## src/io_slot_remap_regs.svh

```systemverilog
// constants of the slot remap table: record identity, entry codes, sizes
// assumes inclusion by bare name from the package and the design files
`ifndef IO_SLOT_REMAP_REGS_SVH
`define IO_SLOT_REMAP_REGS_SVH

`define REC_NUM      8'h7F
`define REC_LEN      7'h40
`define REC_LAST     7'h3F
`define SLOT_LAST    6'h3F
`define SLOT_FIRST   6'h00
`define MAP_IGNORE   8'h00
`define MAP_MIN      8'h01
`define MAP_MAX      8'h40
`define MAP_VIRTUAL  8'hFF
`define ZERO_BYTE    8'h00
`define CNT_STEP     7'h01
`define SLOT_STEP    6'h01
`define COPY_CYCLES  65

`endif

```

## src/io_slot_remap_pkg.sv

```systemverilog
// types shared by the slot remap table and its retentive store
// assumes io_slot_remap_regs.svh is reachable on the include path
`include "io_slot_remap_regs.svh"

package io_slot_remap_pkg;

   typedef enum logic [1:0] {
      CLS_IGNORE = 2'h0,
      CLS_PHYS   = 2'h1,
      CLS_VIRT   = 2'h2,
      CLS_BAD    = 2'h3
   } entry_cls_t;

   typedef enum logic [2:0] {
      ST_IDLE = 3'h1,
      ST_RECV = 3'h2,
      ST_COPY = 3'h4
   } state_t;

   // one byte of a record write stream
   typedef struct packed {
      logic       valid;
      logic       first;
      logic       last;
      logic [7:0] rec;
      logic [7:0] data;
   } wr_in_t;

   typedef struct packed {
      logic       valid;
      logic       ok;
      logic       err_rec;
      logic       err_len;
      logic       err_value;
      logic       saved;
   } wr_rsp_t;

   typedef struct packed {
      logic       valid;
      logic [7:0] rec;
      logic [5:0] idx;
   } rd_in_t;

   typedef struct packed {
      logic       valid;
      logic       ok;
      logic [7:0] data;
   } rd_rsp_t;

   // user program access to a target slot (index = slot - 1)
   typedef struct packed {
      logic       valid;
      logic       write;
      logic [5:0] slot;
      logic [7:0] data;
   } io_req_t;

   typedef struct packed {
      logic       valid;
      logic       virt;
      logic       ignored;
      logic [7:0] data;
   } io_rsp_t;

   // access to a physical slot on the backplane (index = slot - 1)
   typedef struct packed {
      logic       valid;
      logic       write;
      logic [5:0] slot;
      logic [7:0] data;
   } bp_req_t;

   function automatic entry_cls_t classify(input logic [7:0] e);
      if (e == `MAP_IGNORE)
         return CLS_IGNORE;
      else if (e == `MAP_VIRTUAL)
         return CLS_VIRT;
      else if (e >= `MAP_MIN && e <= `MAP_MAX)
         return CLS_PHYS;
      else
         return CLS_BAD;
   endfunction

endpackage

```

## src/remap_store.sv

```systemverilog
// retentive store of the active 64-entry remap record
// assumes the array sits in non-volatile cells; only power-on clears the valid flag
`timescale 1ns/100ps
`default_nettype none

module remap_store
   import io_slot_remap_pkg::*;
(
   input  wire logic       i_sys_clk,
   input  wire logic       i_por_n,
   input  wire logic       i_wr_en,
   input  wire logic [5:0] i_wr_addr,
   input  wire logic [7:0] i_wr_data,
   input  wire logic       i_commit,
   input  wire logic [5:0] i_rd_a_addr,
   input  wire logic [5:0] i_rd_b_addr,
   input  wire logic [5:0] i_rd_c_addr,
   output logic      [7:0] o_rd_a_data,
   output logic      [7:0] o_rd_b_data,
   output logic      [7:0] o_rd_c_data,
   output logic            o_valid
);

   logic [7:0] mem_q [64];
   logic       valid_q;

   // no reset on the contents: they must outlive a controller reset
   always_ff @(posedge i_sys_clk) begin
      if (i_wr_en)
         mem_q[i_wr_addr] <= i_wr_data;
   end

   always_ff @(posedge i_sys_clk or negedge i_por_n) begin
      if (!i_por_n)
         valid_q <= 1'b0;
      else if (i_commit)
         valid_q <= 1'b1;
   end

   assign o_rd_a_data = mem_q[i_rd_a_addr];
   assign o_rd_b_data = mem_q[i_rd_b_addr];
   assign o_rd_c_data = mem_q[i_rd_c_addr];
   assign o_valid     = valid_q;

endmodule

`default_nettype wire

```

## src/io_slot_remap_table.sv

```systemverilog
// slot remap table: record 0x7F intake, retentive commit, target-to-actual routing
// assumes all inputs come from logic on i_sys_clk; the store is powered apart
//
// Functional notes
// - remapping stays off until the enable input i_slot_remap_feature is set.
// - configuration is one 64-byte record 0x7F; byte n serves target slot n+1.
// - entry 0x00 ignores the target slot, leaving a gap.
// - entries 0x01..0x40 route to that physical slot number.
// - entry 0xFF marks the target slot as a virtual module.
// - virtual module inputs always read zero.
// - writes to a virtual module vanish without any effect.
// - when active, missing module outputs are dropped and inputs read zero.
// - when active, startup reports no target/actual layout mismatch.
// - the record is held in retentive storage; here it outlives a controller reset, but power-on clears its valid flag.
// - reads may return parts; writes accepted only as a full record.
// - a valid record is saved only if it differs from the stored one.
// - a successful write is stored and applied at once, no restart.
`timescale 1ns/100ps
`default_nettype none
`include "io_slot_remap_regs.svh"

module io_slot_remap_table
   import io_slot_remap_pkg::*;
(
   input  wire logic        i_sys_clk,
   input  wire logic        i_resetn,
   input  wire logic        i_por_n,
   input  wire logic        i_slot_remap_feature,
   input  wire wr_in_t      i_wr,
   input  wire rd_in_t      i_rd,
   input  wire io_req_t     i_io,
   input  wire logic        i_bp_rvalid,
   input  wire logic [7:0]  i_bp_rdata,
   input  wire logic        i_startup_check,
   input  wire logic [63:0] i_target_used,
   input  wire logic [63:0] i_present,
   output wr_rsp_t          o_wr_rsp,
   output rd_rsp_t          o_rd_rsp,
   output logic             o_io_ready,
   output io_rsp_t          o_io_rsp,
   output bp_req_t          o_bp_req,
   output logic             o_nv_commit,
   output logic             o_remap_active,
   output logic             o_layout_mismatch
);

   state_t     state_q;
   logic [6:0] cnt_q;
   logic [5:0] copy_q;
   logic       bad_q;
   logic       diff_q;
   logic       busy_q;
   logic [7:0] shadow_q [64];
   logic [7:0] entry_a;
   logic [7:0] entry_b;
   logic [7:0] entry_c;
   logic       store_valid;
   logic       remap_active;
   entry_cls_t cls_a;
   logic       accept;
   logic       routed;
   logic       byte_in;
   logic       rec_end;
   logic       len_ok;
   logic       bad_now;
   logic       diff_now;
   logic       enter_copy;
   logic       copy_last;
   logic       busy_d;

   remap_store u_store (
      .i_sys_clk   (i_sys_clk),
      .i_por_n     (i_por_n),
      .i_wr_en     (state_q == ST_COPY),
      .i_wr_addr   (copy_q),
      .i_wr_data   (shadow_q[copy_q]),
      .i_commit    (copy_last),
      .i_rd_a_addr (i_io.slot),
      // in idle the count is stale, so the header byte is compared against entry 0
      .i_rd_b_addr ((state_q == ST_RECV) ? cnt_q[5:0] : `SLOT_FIRST),
      .i_rd_c_addr (i_rd.idx),
      .o_rd_a_data (entry_a),
      .o_rd_b_data (entry_b),
      .o_rd_c_data (entry_c),
      .o_valid     (store_valid)
   );

   assign remap_active = i_slot_remap_feature && store_valid;
   assign cls_a        = classify(entry_a);
   assign accept       = i_io.valid && o_io_ready;
   // with remapping off every target slot passes straight through
   assign routed       = !remap_active || (cls_a == CLS_PHYS);

   // record intake
   assign byte_in    = (state_q == ST_RECV) && i_wr.valid;
   assign rec_end    = byte_in && i_wr.last;
   assign len_ok     = (cnt_q == `REC_LAST);
   assign bad_now    = bad_q || (classify(i_wr.data) == CLS_BAD);
   assign diff_now   = diff_q || (cnt_q < `REC_LEN && i_wr.data != entry_b) || !store_valid;
   assign enter_copy = rec_end && len_ok && !bad_now && diff_now;
   assign copy_last  = (state_q == ST_COPY) && (copy_q == `SLOT_LAST);

   always_ff @(posedge i_sys_clk or negedge i_resetn) begin
      if (!i_resetn)
         state_q <= ST_IDLE;
      else begin
         case (state_q)
            ST_IDLE: begin
               if (i_wr.valid && i_wr.first && i_wr.rec == `REC_NUM)
                  state_q <= i_wr.last ? ST_IDLE : ST_RECV;
            end
            ST_RECV: begin
               if (enter_copy)
                  state_q <= ST_COPY;
               else if (rec_end)
                  state_q <= ST_IDLE;
            end
            ST_COPY: begin
               if (copy_last)
                  state_q <= ST_IDLE;
            end
            default: state_q <= ST_IDLE;
         endcase
      end
   end

   // the first byte arrives with the header, so the count starts at one
   always_ff @(posedge i_sys_clk or negedge i_resetn) begin
      if (!i_resetn) begin
         cnt_q  <= '0;
         bad_q  <= 1'b0;
         diff_q <= 1'b0;
      end else if (state_q == ST_IDLE && i_wr.valid && i_wr.first) begin
         cnt_q  <= `CNT_STEP;
         bad_q  <= classify(i_wr.data) == CLS_BAD;
         diff_q <= (i_wr.data != entry_b) || !store_valid;
      end else if (byte_in) begin
         if (cnt_q < `REC_LEN)
            cnt_q <= cnt_q + `CNT_STEP;
         bad_q  <= bad_now;
         diff_q <= diff_now;
      end
   end

   // shadow keeps the old mapping live until the whole record checks out
   always_ff @(posedge i_sys_clk) begin
      if (state_q == ST_IDLE && i_wr.valid && i_wr.first)
         shadow_q[`SLOT_FIRST] <= i_wr.data;
      else if (byte_in && cnt_q < `REC_LEN)
         shadow_q[cnt_q[5:0]] <= i_wr.data;
   end

   always_ff @(posedge i_sys_clk or negedge i_resetn) begin
      if (!i_resetn)
         copy_q <= `SLOT_FIRST;
      else if (state_q == ST_COPY)
         copy_q <= copy_q + `SLOT_STEP;
      else
         copy_q <= `SLOT_FIRST;
   end

   always_ff @(posedge i_sys_clk or negedge i_resetn) begin
      if (!i_resetn) begin
         o_wr_rsp    <= '0;
         o_nv_commit <= 1'b0;
      end else begin
         o_wr_rsp    <= '0;
         o_nv_commit <= copy_last;
         if (state_q == ST_IDLE && i_wr.valid && i_wr.first) begin
            if (i_wr.rec != `REC_NUM) begin
               o_wr_rsp.valid   <= 1'b1;
               o_wr_rsp.err_rec <= 1'b1;
            end else if (i_wr.last) begin
               o_wr_rsp.valid   <= 1'b1;
               o_wr_rsp.err_len <= 1'b1;
            end
         end else if (rec_end && !enter_copy) begin
            o_wr_rsp.valid     <= 1'b1;
            o_wr_rsp.ok        <= len_ok && !bad_now;
            o_wr_rsp.err_len   <= !len_ok;
            o_wr_rsp.err_value <= bad_now;
         end else if (copy_last) begin
            o_wr_rsp.valid <= 1'b1;
            o_wr_rsp.ok    <= 1'b1;
            o_wr_rsp.saved <= 1'b1;
         end
      end
   end

   // record read: any byte of the active record, zero before first commit
   always_ff @(posedge i_sys_clk or negedge i_resetn) begin
      if (!i_resetn)
         o_rd_rsp <= '0;
      else begin
         o_rd_rsp.valid <= i_rd.valid;
         o_rd_rsp.ok    <= i_rd.valid && i_rd.rec == `REC_NUM;
         o_rd_rsp.data  <= (i_rd.rec == `REC_NUM && store_valid) ? entry_c : `ZERO_BYTE;
      end
   end

   // target slot access; the copy phase holds it off so no half record is used
   assign busy_d = (accept && routed && !i_io.write) ? 1'b1 :
                   (i_bp_rvalid ? 1'b0 : busy_q);

   always_ff @(posedge i_sys_clk or negedge i_resetn) begin
      if (!i_resetn) begin
         busy_q     <= 1'b0;
         o_io_ready <= 1'b0;
      end else begin
         busy_q     <= busy_d;
         o_io_ready <= !busy_d && !enter_copy && !(state_q == ST_COPY && !copy_last);
      end
   end

   always_ff @(posedge i_sys_clk or negedge i_resetn) begin
      if (!i_resetn)
         o_bp_req <= '0;
      else begin
         o_bp_req.valid <= accept && routed;
         o_bp_req.write <= i_io.write;
         o_bp_req.slot  <= remap_active ? 6'(entry_a - `MAP_MIN) : i_io.slot;
         o_bp_req.data  <= i_io.data;
      end
   end

   always_ff @(posedge i_sys_clk or negedge i_resetn) begin
      if (!i_resetn)
         o_io_rsp <= '0;
      else begin
         o_io_rsp <= '0;
         if (accept && !routed) begin
            o_io_rsp.valid   <= 1'b1;
            o_io_rsp.virt    <= cls_a == CLS_VIRT;
            o_io_rsp.ignored <= cls_a != CLS_VIRT;
            o_io_rsp.data    <= `ZERO_BYTE;
         end else if (accept && i_io.write) begin
            o_io_rsp.valid <= 1'b1;
         end else if (busy_q && i_bp_rvalid) begin
            o_io_rsp.valid <= 1'b1;
            o_io_rsp.data  <= i_bp_rdata;
         end
      end
   end

   always_ff @(posedge i_sys_clk or negedge i_resetn) begin
      if (!i_resetn) begin
         o_layout_mismatch <= 1'b0;
         o_remap_active    <= 1'b0;
      end else begin
         o_remap_active <= remap_active;
         if (i_startup_check)
            o_layout_mismatch <= !remap_active && ((i_target_used & ~i_present) != '0);
      end
   end

   a_off_identity : assert property (@(posedge i_sys_clk) disable iff (!i_resetn)
      accept && !remap_active |=> o_bp_req.valid && o_bp_req.slot == $past(i_io.slot))
      else $error("pass-through slot changed while remapping off");
   a_phys_route : assert property (@(posedge i_sys_clk) disable iff (!i_resetn)
      accept && remap_active && cls_a == CLS_PHYS
      |=> o_bp_req.valid && o_bp_req.slot == $past(6'(entry_a - `MAP_MIN)))
      else $error("mapped slot routed to wrong physical slot");
   a_virt_zero : assert property (@(posedge i_sys_clk) disable iff (!i_resetn)
      accept && remap_active && cls_a == CLS_VIRT && !i_io.write
      |=> o_io_rsp.valid && o_io_rsp.virt && o_io_rsp.data == `ZERO_BYTE)
      else $error("virtual module input not zero");
   a_virt_drop : assert property (@(posedge i_sys_clk) disable iff (!i_resetn)
      accept && remap_active && cls_a == CLS_VIRT |=> !o_bp_req.valid)
      else $error("virtual module access reached backplane");
   a_ignore_gap : assert property (@(posedge i_sys_clk) disable iff (!i_resetn)
      accept && remap_active && cls_a == CLS_IGNORE |=> !o_bp_req.valid && o_io_rsp.ignored)
      else $error("ignored slot reached backplane");
   a_no_mismatch : assert property (@(posedge i_sys_clk) disable iff (!i_resetn)
      i_startup_check && remap_active |=> !o_layout_mismatch)
      else $error("mismatch reported with remapping active");
   a_bad_reject : assert property (@(posedge i_sys_clk) disable iff (!i_resetn)
      rec_end && bad_now |=> state_q == ST_IDLE && o_wr_rsp.err_value && !o_wr_rsp.ok)
      else $error("record with invalid entry not rejected");
   a_short_reject : assert property (@(posedge i_sys_clk) disable iff (!i_resetn)
      rec_end && !len_ok |=> o_wr_rsp.err_len ##1 !o_nv_commit)
      else $error("incomplete record accepted");
   a_same_nosave : assert property (@(posedge i_sys_clk) disable iff (!i_resetn)
      rec_end && len_ok && !bad_now && !diff_now |=> o_wr_rsp.ok && !o_wr_rsp.saved
      && state_q == ST_IDLE)
      else $error("unchanged record was saved");
   a_commit_time : assert property (@(posedge i_sys_clk) disable iff (!i_resetn)
      enter_copy |-> ##`COPY_CYCLES o_nv_commit && o_wr_rsp.saved && store_valid)
      else $error("commit not seen after copy");

endmodule

`default_nettype wire

```

## config.mk

```make
export PLATFORM = sky130hd
export DESIGN_NAME = io_slot_remap_table
export DESIGN_NICKNAME = d
export VERILOG_FILES = /design/src/io_slot_remap_pkg.sv /design/src/remap_store.sv /design/src/io_slot_remap_table.sv
export VERILOG_INCLUDE_DIRS = /design/src
export SDC_FILE = /design/constraint.sdc
export NUM_CORES = 2
export LEC_CHECK = 0
export ABC_AREA = 0
export ABC_CLOCK_PERIOD_IN_PS = 4100
export BUFFER_PORTS_ARGS = -buffer_cell sky130_fd_sc_hd__clkbuf_2
export CORE_AREA = 2 2 323 325
export CTS_CLUSTER_DIAMETER = 30
export DETAILED_ROUTE_END_ITERATION = 10
export DIE_AREA = 0 0 325 327
export PLACE_DENSITY = 0.66
export SLEW_MARGIN = 20
export SYNTH_ARGS = -nofsm -noshare
export SYNTH_HDL_FRONTEND = slang
export SYNTH_SLANG_ARGS = --single-unit
```

## constraint.sdc

```tcl
create_clock -name i_sys_clk -period 4.1 [get_ports i_sys_clk]
set_input_delay 0.82 -clock i_sys_clk [delete_from_list [all_inputs] [get_ports i_sys_clk]]
set_output_delay 0.82 -clock i_sys_clk [all_outputs]
set_load 0.03 [all_outputs]
```

==> flow_results.org <==
** Route
- Via density per instance :: 6.87
- Dividing the detail-routed wire length by the instance count gives between 30 and 40 microns.
- Wire length reported by the detailed router :: 178 mm
- The detail route stage leaves a number of antenna-violating nets equal to 0.
- Violation count after the first detailed-route iteration :: 6021
- Drt first pass iters :: 6
- The final route contains 36884 vias.
- For this run, design rule violations remaining after detail routing come to 0.

** Yosys
- Yosys printed 0 warnings.
- Number of cells produced by synthesis :: around 3200
- Synth unique cells :: 85
- Cell area after synthesis :: 51000 sq um
- Synthesis inferred between 1000 and 1500 register bits.
- Sequential share of the synthesized area :: approximately 64%
- Post-synth net total :: 3437
- The average instance in the mapped netlist occupies 15.7 sq um.
- For this run, asynchronously set or reset flops after synthesis account for 6.14%.
- Post-synth EDFFs :: 1024
- In the synthesized netlist the dominant register cell turns out to be edfxtp_1.

** Place
- Buffers on Ports :: 238
- Half-perimeter wire length of the detailed placement result :: about 120 mm
- Post-place instance area :: 56400 sq um
- RD Place Congestion :: 0.995

** Global routing
- In the global route stage, overall resource usage came out at approximately 33%.
- Wire length of the first global-routing pass :: 253 mm
- The number of global-route vias before repair is 35720.
- Pin count of the biggest net entering global routing :: 79
- The number of antenna violations at the first check in global routing is 16.
- Global route overflow :: 0

** Clocking
- For the worst-skew pair, the clock arrives at the later sink with an insertion delay of 810 ps.
- In this run the deepest clock path goes through 3 buffers.
- H-tree Lvls :: 4
- CTS tree :: done
- Sinks on the clock net :: approximately 1100
- Clock slew at reported path FFs :: 50 ps
- The number of clock buffers added by TritonCTS is 197.
- Clock tree synthesis selected as its root buffer the cell clkbuf_16.

** Die
- Starting density of the core :: 49.5%
- Area of the core :: 103000 sq um
- The die covers ~110000 sq um.
- In this run the count of I/O pins placed on the die edge is 239.
- The die is 325 microns wide.
- In this run the vertical extent of the chip is 327 microns.
- Site Rows :: 118

** Run status
- Result of the run :: finished clean

** Cells and area
- Area overhead of the layout relative to synthesis :: 25.1%
- Design area :: ~64000 sq um
- Most used cells in the layout excluding fill and tap cells :: edfxtp_1 (1024), buf_4 (331), mux4_2 (329)
- At the end of the flow, the number of nets in the layout was about 4000.
- Fraction of layout cells with a size suffix above 1 :: a little over a third
- Most common cell after layout, fill and taps aside :: edfxtp_1
- Fill cells :: 7320

** STA
- Max Clock Skew :: 40.5 ps
- The smallest clock period supported by the final layout is computed as about 4100 ps.
- Measured slew at the worst slew-check pin :: between 900 and 1000 ps
- The count of final hold-check violations is 0.
- Number of setup violations in the final report :: 0
- Timing would allow up to about 240 MHz.
- Setup repair after global routing could not meet its margin everywhere.
- Across all hold checks on the routed design, the worst slack comes to between 90 and 100 ps.
- Worst rel slew slack :: 34.0%
- After layout, the worst path uses between 90% and 100% of the clock period.
- Number of max-slew violations in the final report :: 0

** Worst setup path
- Worst Setup Start Kind :: flip-flop
- The worst setup path is captured at a flip-flop.
- Data required time at the worst endpoint :: 4770 ps
- The critical path is of the flip-flop to flip-flop type.
- STA puts the critical path data arrival time at 4760 ps.
- In this run the worst path has a maximum fanout of 11.

** Power and ir drop
- For this design the ratio of total power to cell area is 484 nW/um^2.
- Seq pwr share :: between 30% and 40%
- Cell internal power was estimated by the tool at 0.0239 W.
- Part of the power in combinational logic :: 4.9%
- Power share of the clock group :: 55.3%
- Psw :: 0.00694 W
- Of the total power, the share spent switching nets is 22.5%.
- The design draws a little over 0.03 W.
- VDD sags by at most 0.000412 V.
- The analysis attributes to cell leakage a power of around 22 nW.

** Hold path
- Worst hold-check path type :: input port to asynchronous set/reset pin

** Flow run
- Maximum Capacitance Violations :: 0
[routing by layer]
| metal | share of wire (%) | track usage (%) | vias up |
|---|---|---|---|
| li1 | - | - | 14722 |
| met1 | 36 | 44.3 | 18486 |
| met2 | 44 | 49.1 | 3041 |
| met3 | 14 | 10.2 | 615 |
| met4 | 5.7 | 17.5 | 20 |
| met5 | 0.076 | 0 | - |
[kinds of logic (layout without fill, tap and decap cells)]
logic type	after synthesis	in the layout	share of synthesized area [%]
mux	434	434	16.7
other cells	0	5	0
fa+ha+maj	4	4	0.0982
compound gates	763	763	11.0
simple gates	586	587	5.55
buf+inv	351	1094	2.90
xor+xnor	12	12	0.206
flops	1091	1091	63.6
[flip-flops by register name, summed over array words and instances, names as in the netlist]
| name | count |
|---|---|
| bad_q | 1 |
| busy_q | 1 |
| cnt_q | 7 |
| copy_q | 6 |
| diff_q | 1 |
| o_bp_req | 16 |
| o_io_ready | 1 |
| o_io_rsp | 11 |
| o_layout_mismatch | 1 |
| o_nv_commit | 1 |
| o_rd_rsp | 10 |
| o_remap_active | 1 |
| o_wr_rsp | 6 |
| shadow_q | 512 |
| state_q | 3 |
| u_store.mem_q | 512 |
| u_store.o_valid | 1 |
[cells in the mapped netlist (14+ instances only)]
| library cell | n | share of area [%] |
|---|---|---|
| buf_1 | 48 | 0.35 |
| nor2b_1 | 31 | 0.38 |
| mux2_2 | 24 | 0.53 |
| a211oi_1 | 53 | 0.78 |
| nand2b_1 | 14 | 0.17 |
| nand2_1 | 133 | 0.98 |
| o211ai_1 | 17 | 0.25 |
| clkbuf_1 | 128 | 0.94 |
| buf_2 | 63 | 0.62 |
| a22o_1 | 52 | 0.89 |
| mux2i_1 | 81 | 1.6 |
| a31oi_1 | 78 | 0.96 |
| inv_1 | 98 | 0.72 |
| o221ai_1 | 16 | 0.27 |
| o21ai_0 | 39 | 0.38 |
| nor2_1 | 206 | 1.5 |
| dfrtp_1 | 66 | 3.2 |
| nand4_1 | 22 | 0.27 |
| mux4_2 | 329 | 15 |
| nor3_1 | 30 | 0.29 |
| a211o_1 | 15 | 0.26 |
| a22oi_1 | 161 | 2.4 |
| o22ai_1 | 43 | 0.53 |
| nand3b_1 | 16 | 0.24 |
| edfxtp_1 | 1024 | 60 |
| nand3_1 | 57 | 0.56 |
| a21oi_1 | 85 | 0.83 |
| a221oi_1 | 108 | 1.9 |
[power by group through the flow]
stage	Sequential [W]	Combinational, W	Clock, W
floorplan	0.0125	0.000744	0
global placement	0.0125	0.00144	0
detailed placement	0.0125	0.00147	0
CTS	0.0123	0.00147	0.0171
global route	0.0123	0.00158	0.0177
finish	0.0123	0.00152	0.0171
[timing repair]
item | 4_1_cts | 5_1_grt
endpoints found under the setup margin | 4 | 14
hold buffers | 1 | 0
cloned | 0 | 2
setup buffers | 2 | 11
pin swaps | 1 | 2
gates resized for setup | 3 | 24
hold endpoints to repair | 1 | 0
[per-stage QoR]
step	setup WS (ps)	instances	util (%)	setup TNS (ps)
2_1_floorplan	-39.4	3241	-	-39.4
3_3_place_gp	-400	4979	54.8	-4700
3_5_place_dp	-443	4979	54.8	-5340
4_1_cts	23.3	5352	61.7	0
5_1_grt	15.0	5369	62.0	0
6_report	16.8	5370	62.0	0
[worst max-delay path, stage by stage, from the launching register on]
cell and delay (ps):
dfrtp_4 600, nor4bb_4 210, buf_12 160, buf_4 180, buf_4 190, nand2_1 80
a31oi_1 80, a211o_1 310, a221oi_2 570, nor3_1 90, or4b_1 570, nor4_4 310
buf_4 200, buf_4 130, a21oi_1 40, o221a_1 240
[layout make-up]
cell class / instances / area, sq um / area share (%)
Inverter: 99 / 372 / 0.583
Timing Repair Buffer: 625 / 4830 / 7.57
Sequential cell: 1091 / 32400 / 50.9
Clock inverter: 159 / 1990 / 3.12
Antenna cell: 5 / 12.5 / 0.0196
Tap cell: 1380 / 1730 / 2.71
Multi-Input combinational cell: 1800 / 17400 / 27.2
Clock buffer: 211 / 5050 / 7.91
[final timing paths]
path / startpoint / to / slack (ps) / cells past startpoint
worst max-delay path: cnt_q[0]$_DFFE_PN0P_ / diff_q$_DFFE_PN0P_ / 20 / 15
worst min register to register: bad_q$_DFFE_PN0P_ / bad_q$_DFFE_PN0P_ / 530 / 1
worst min-delay path: i_resetn / o_rd_rsp[0]$_DFF_PN0_ / 100 / 1
worst max register to register: cnt_q[0]$_DFFE_PN0P_ / diff_q$_DFFE_PN0P_ / 20 / 15
min in group i_sys_clk: i_io[5] / o_bp_req[5]$_DFF_PN0_ / 140 / 1
max in group asynchronous: i_resetn / state_q[0]$_DFFE_PN1P_ / 3180 / 2
No activity file was read; power rests on OpenSTA's default activity.
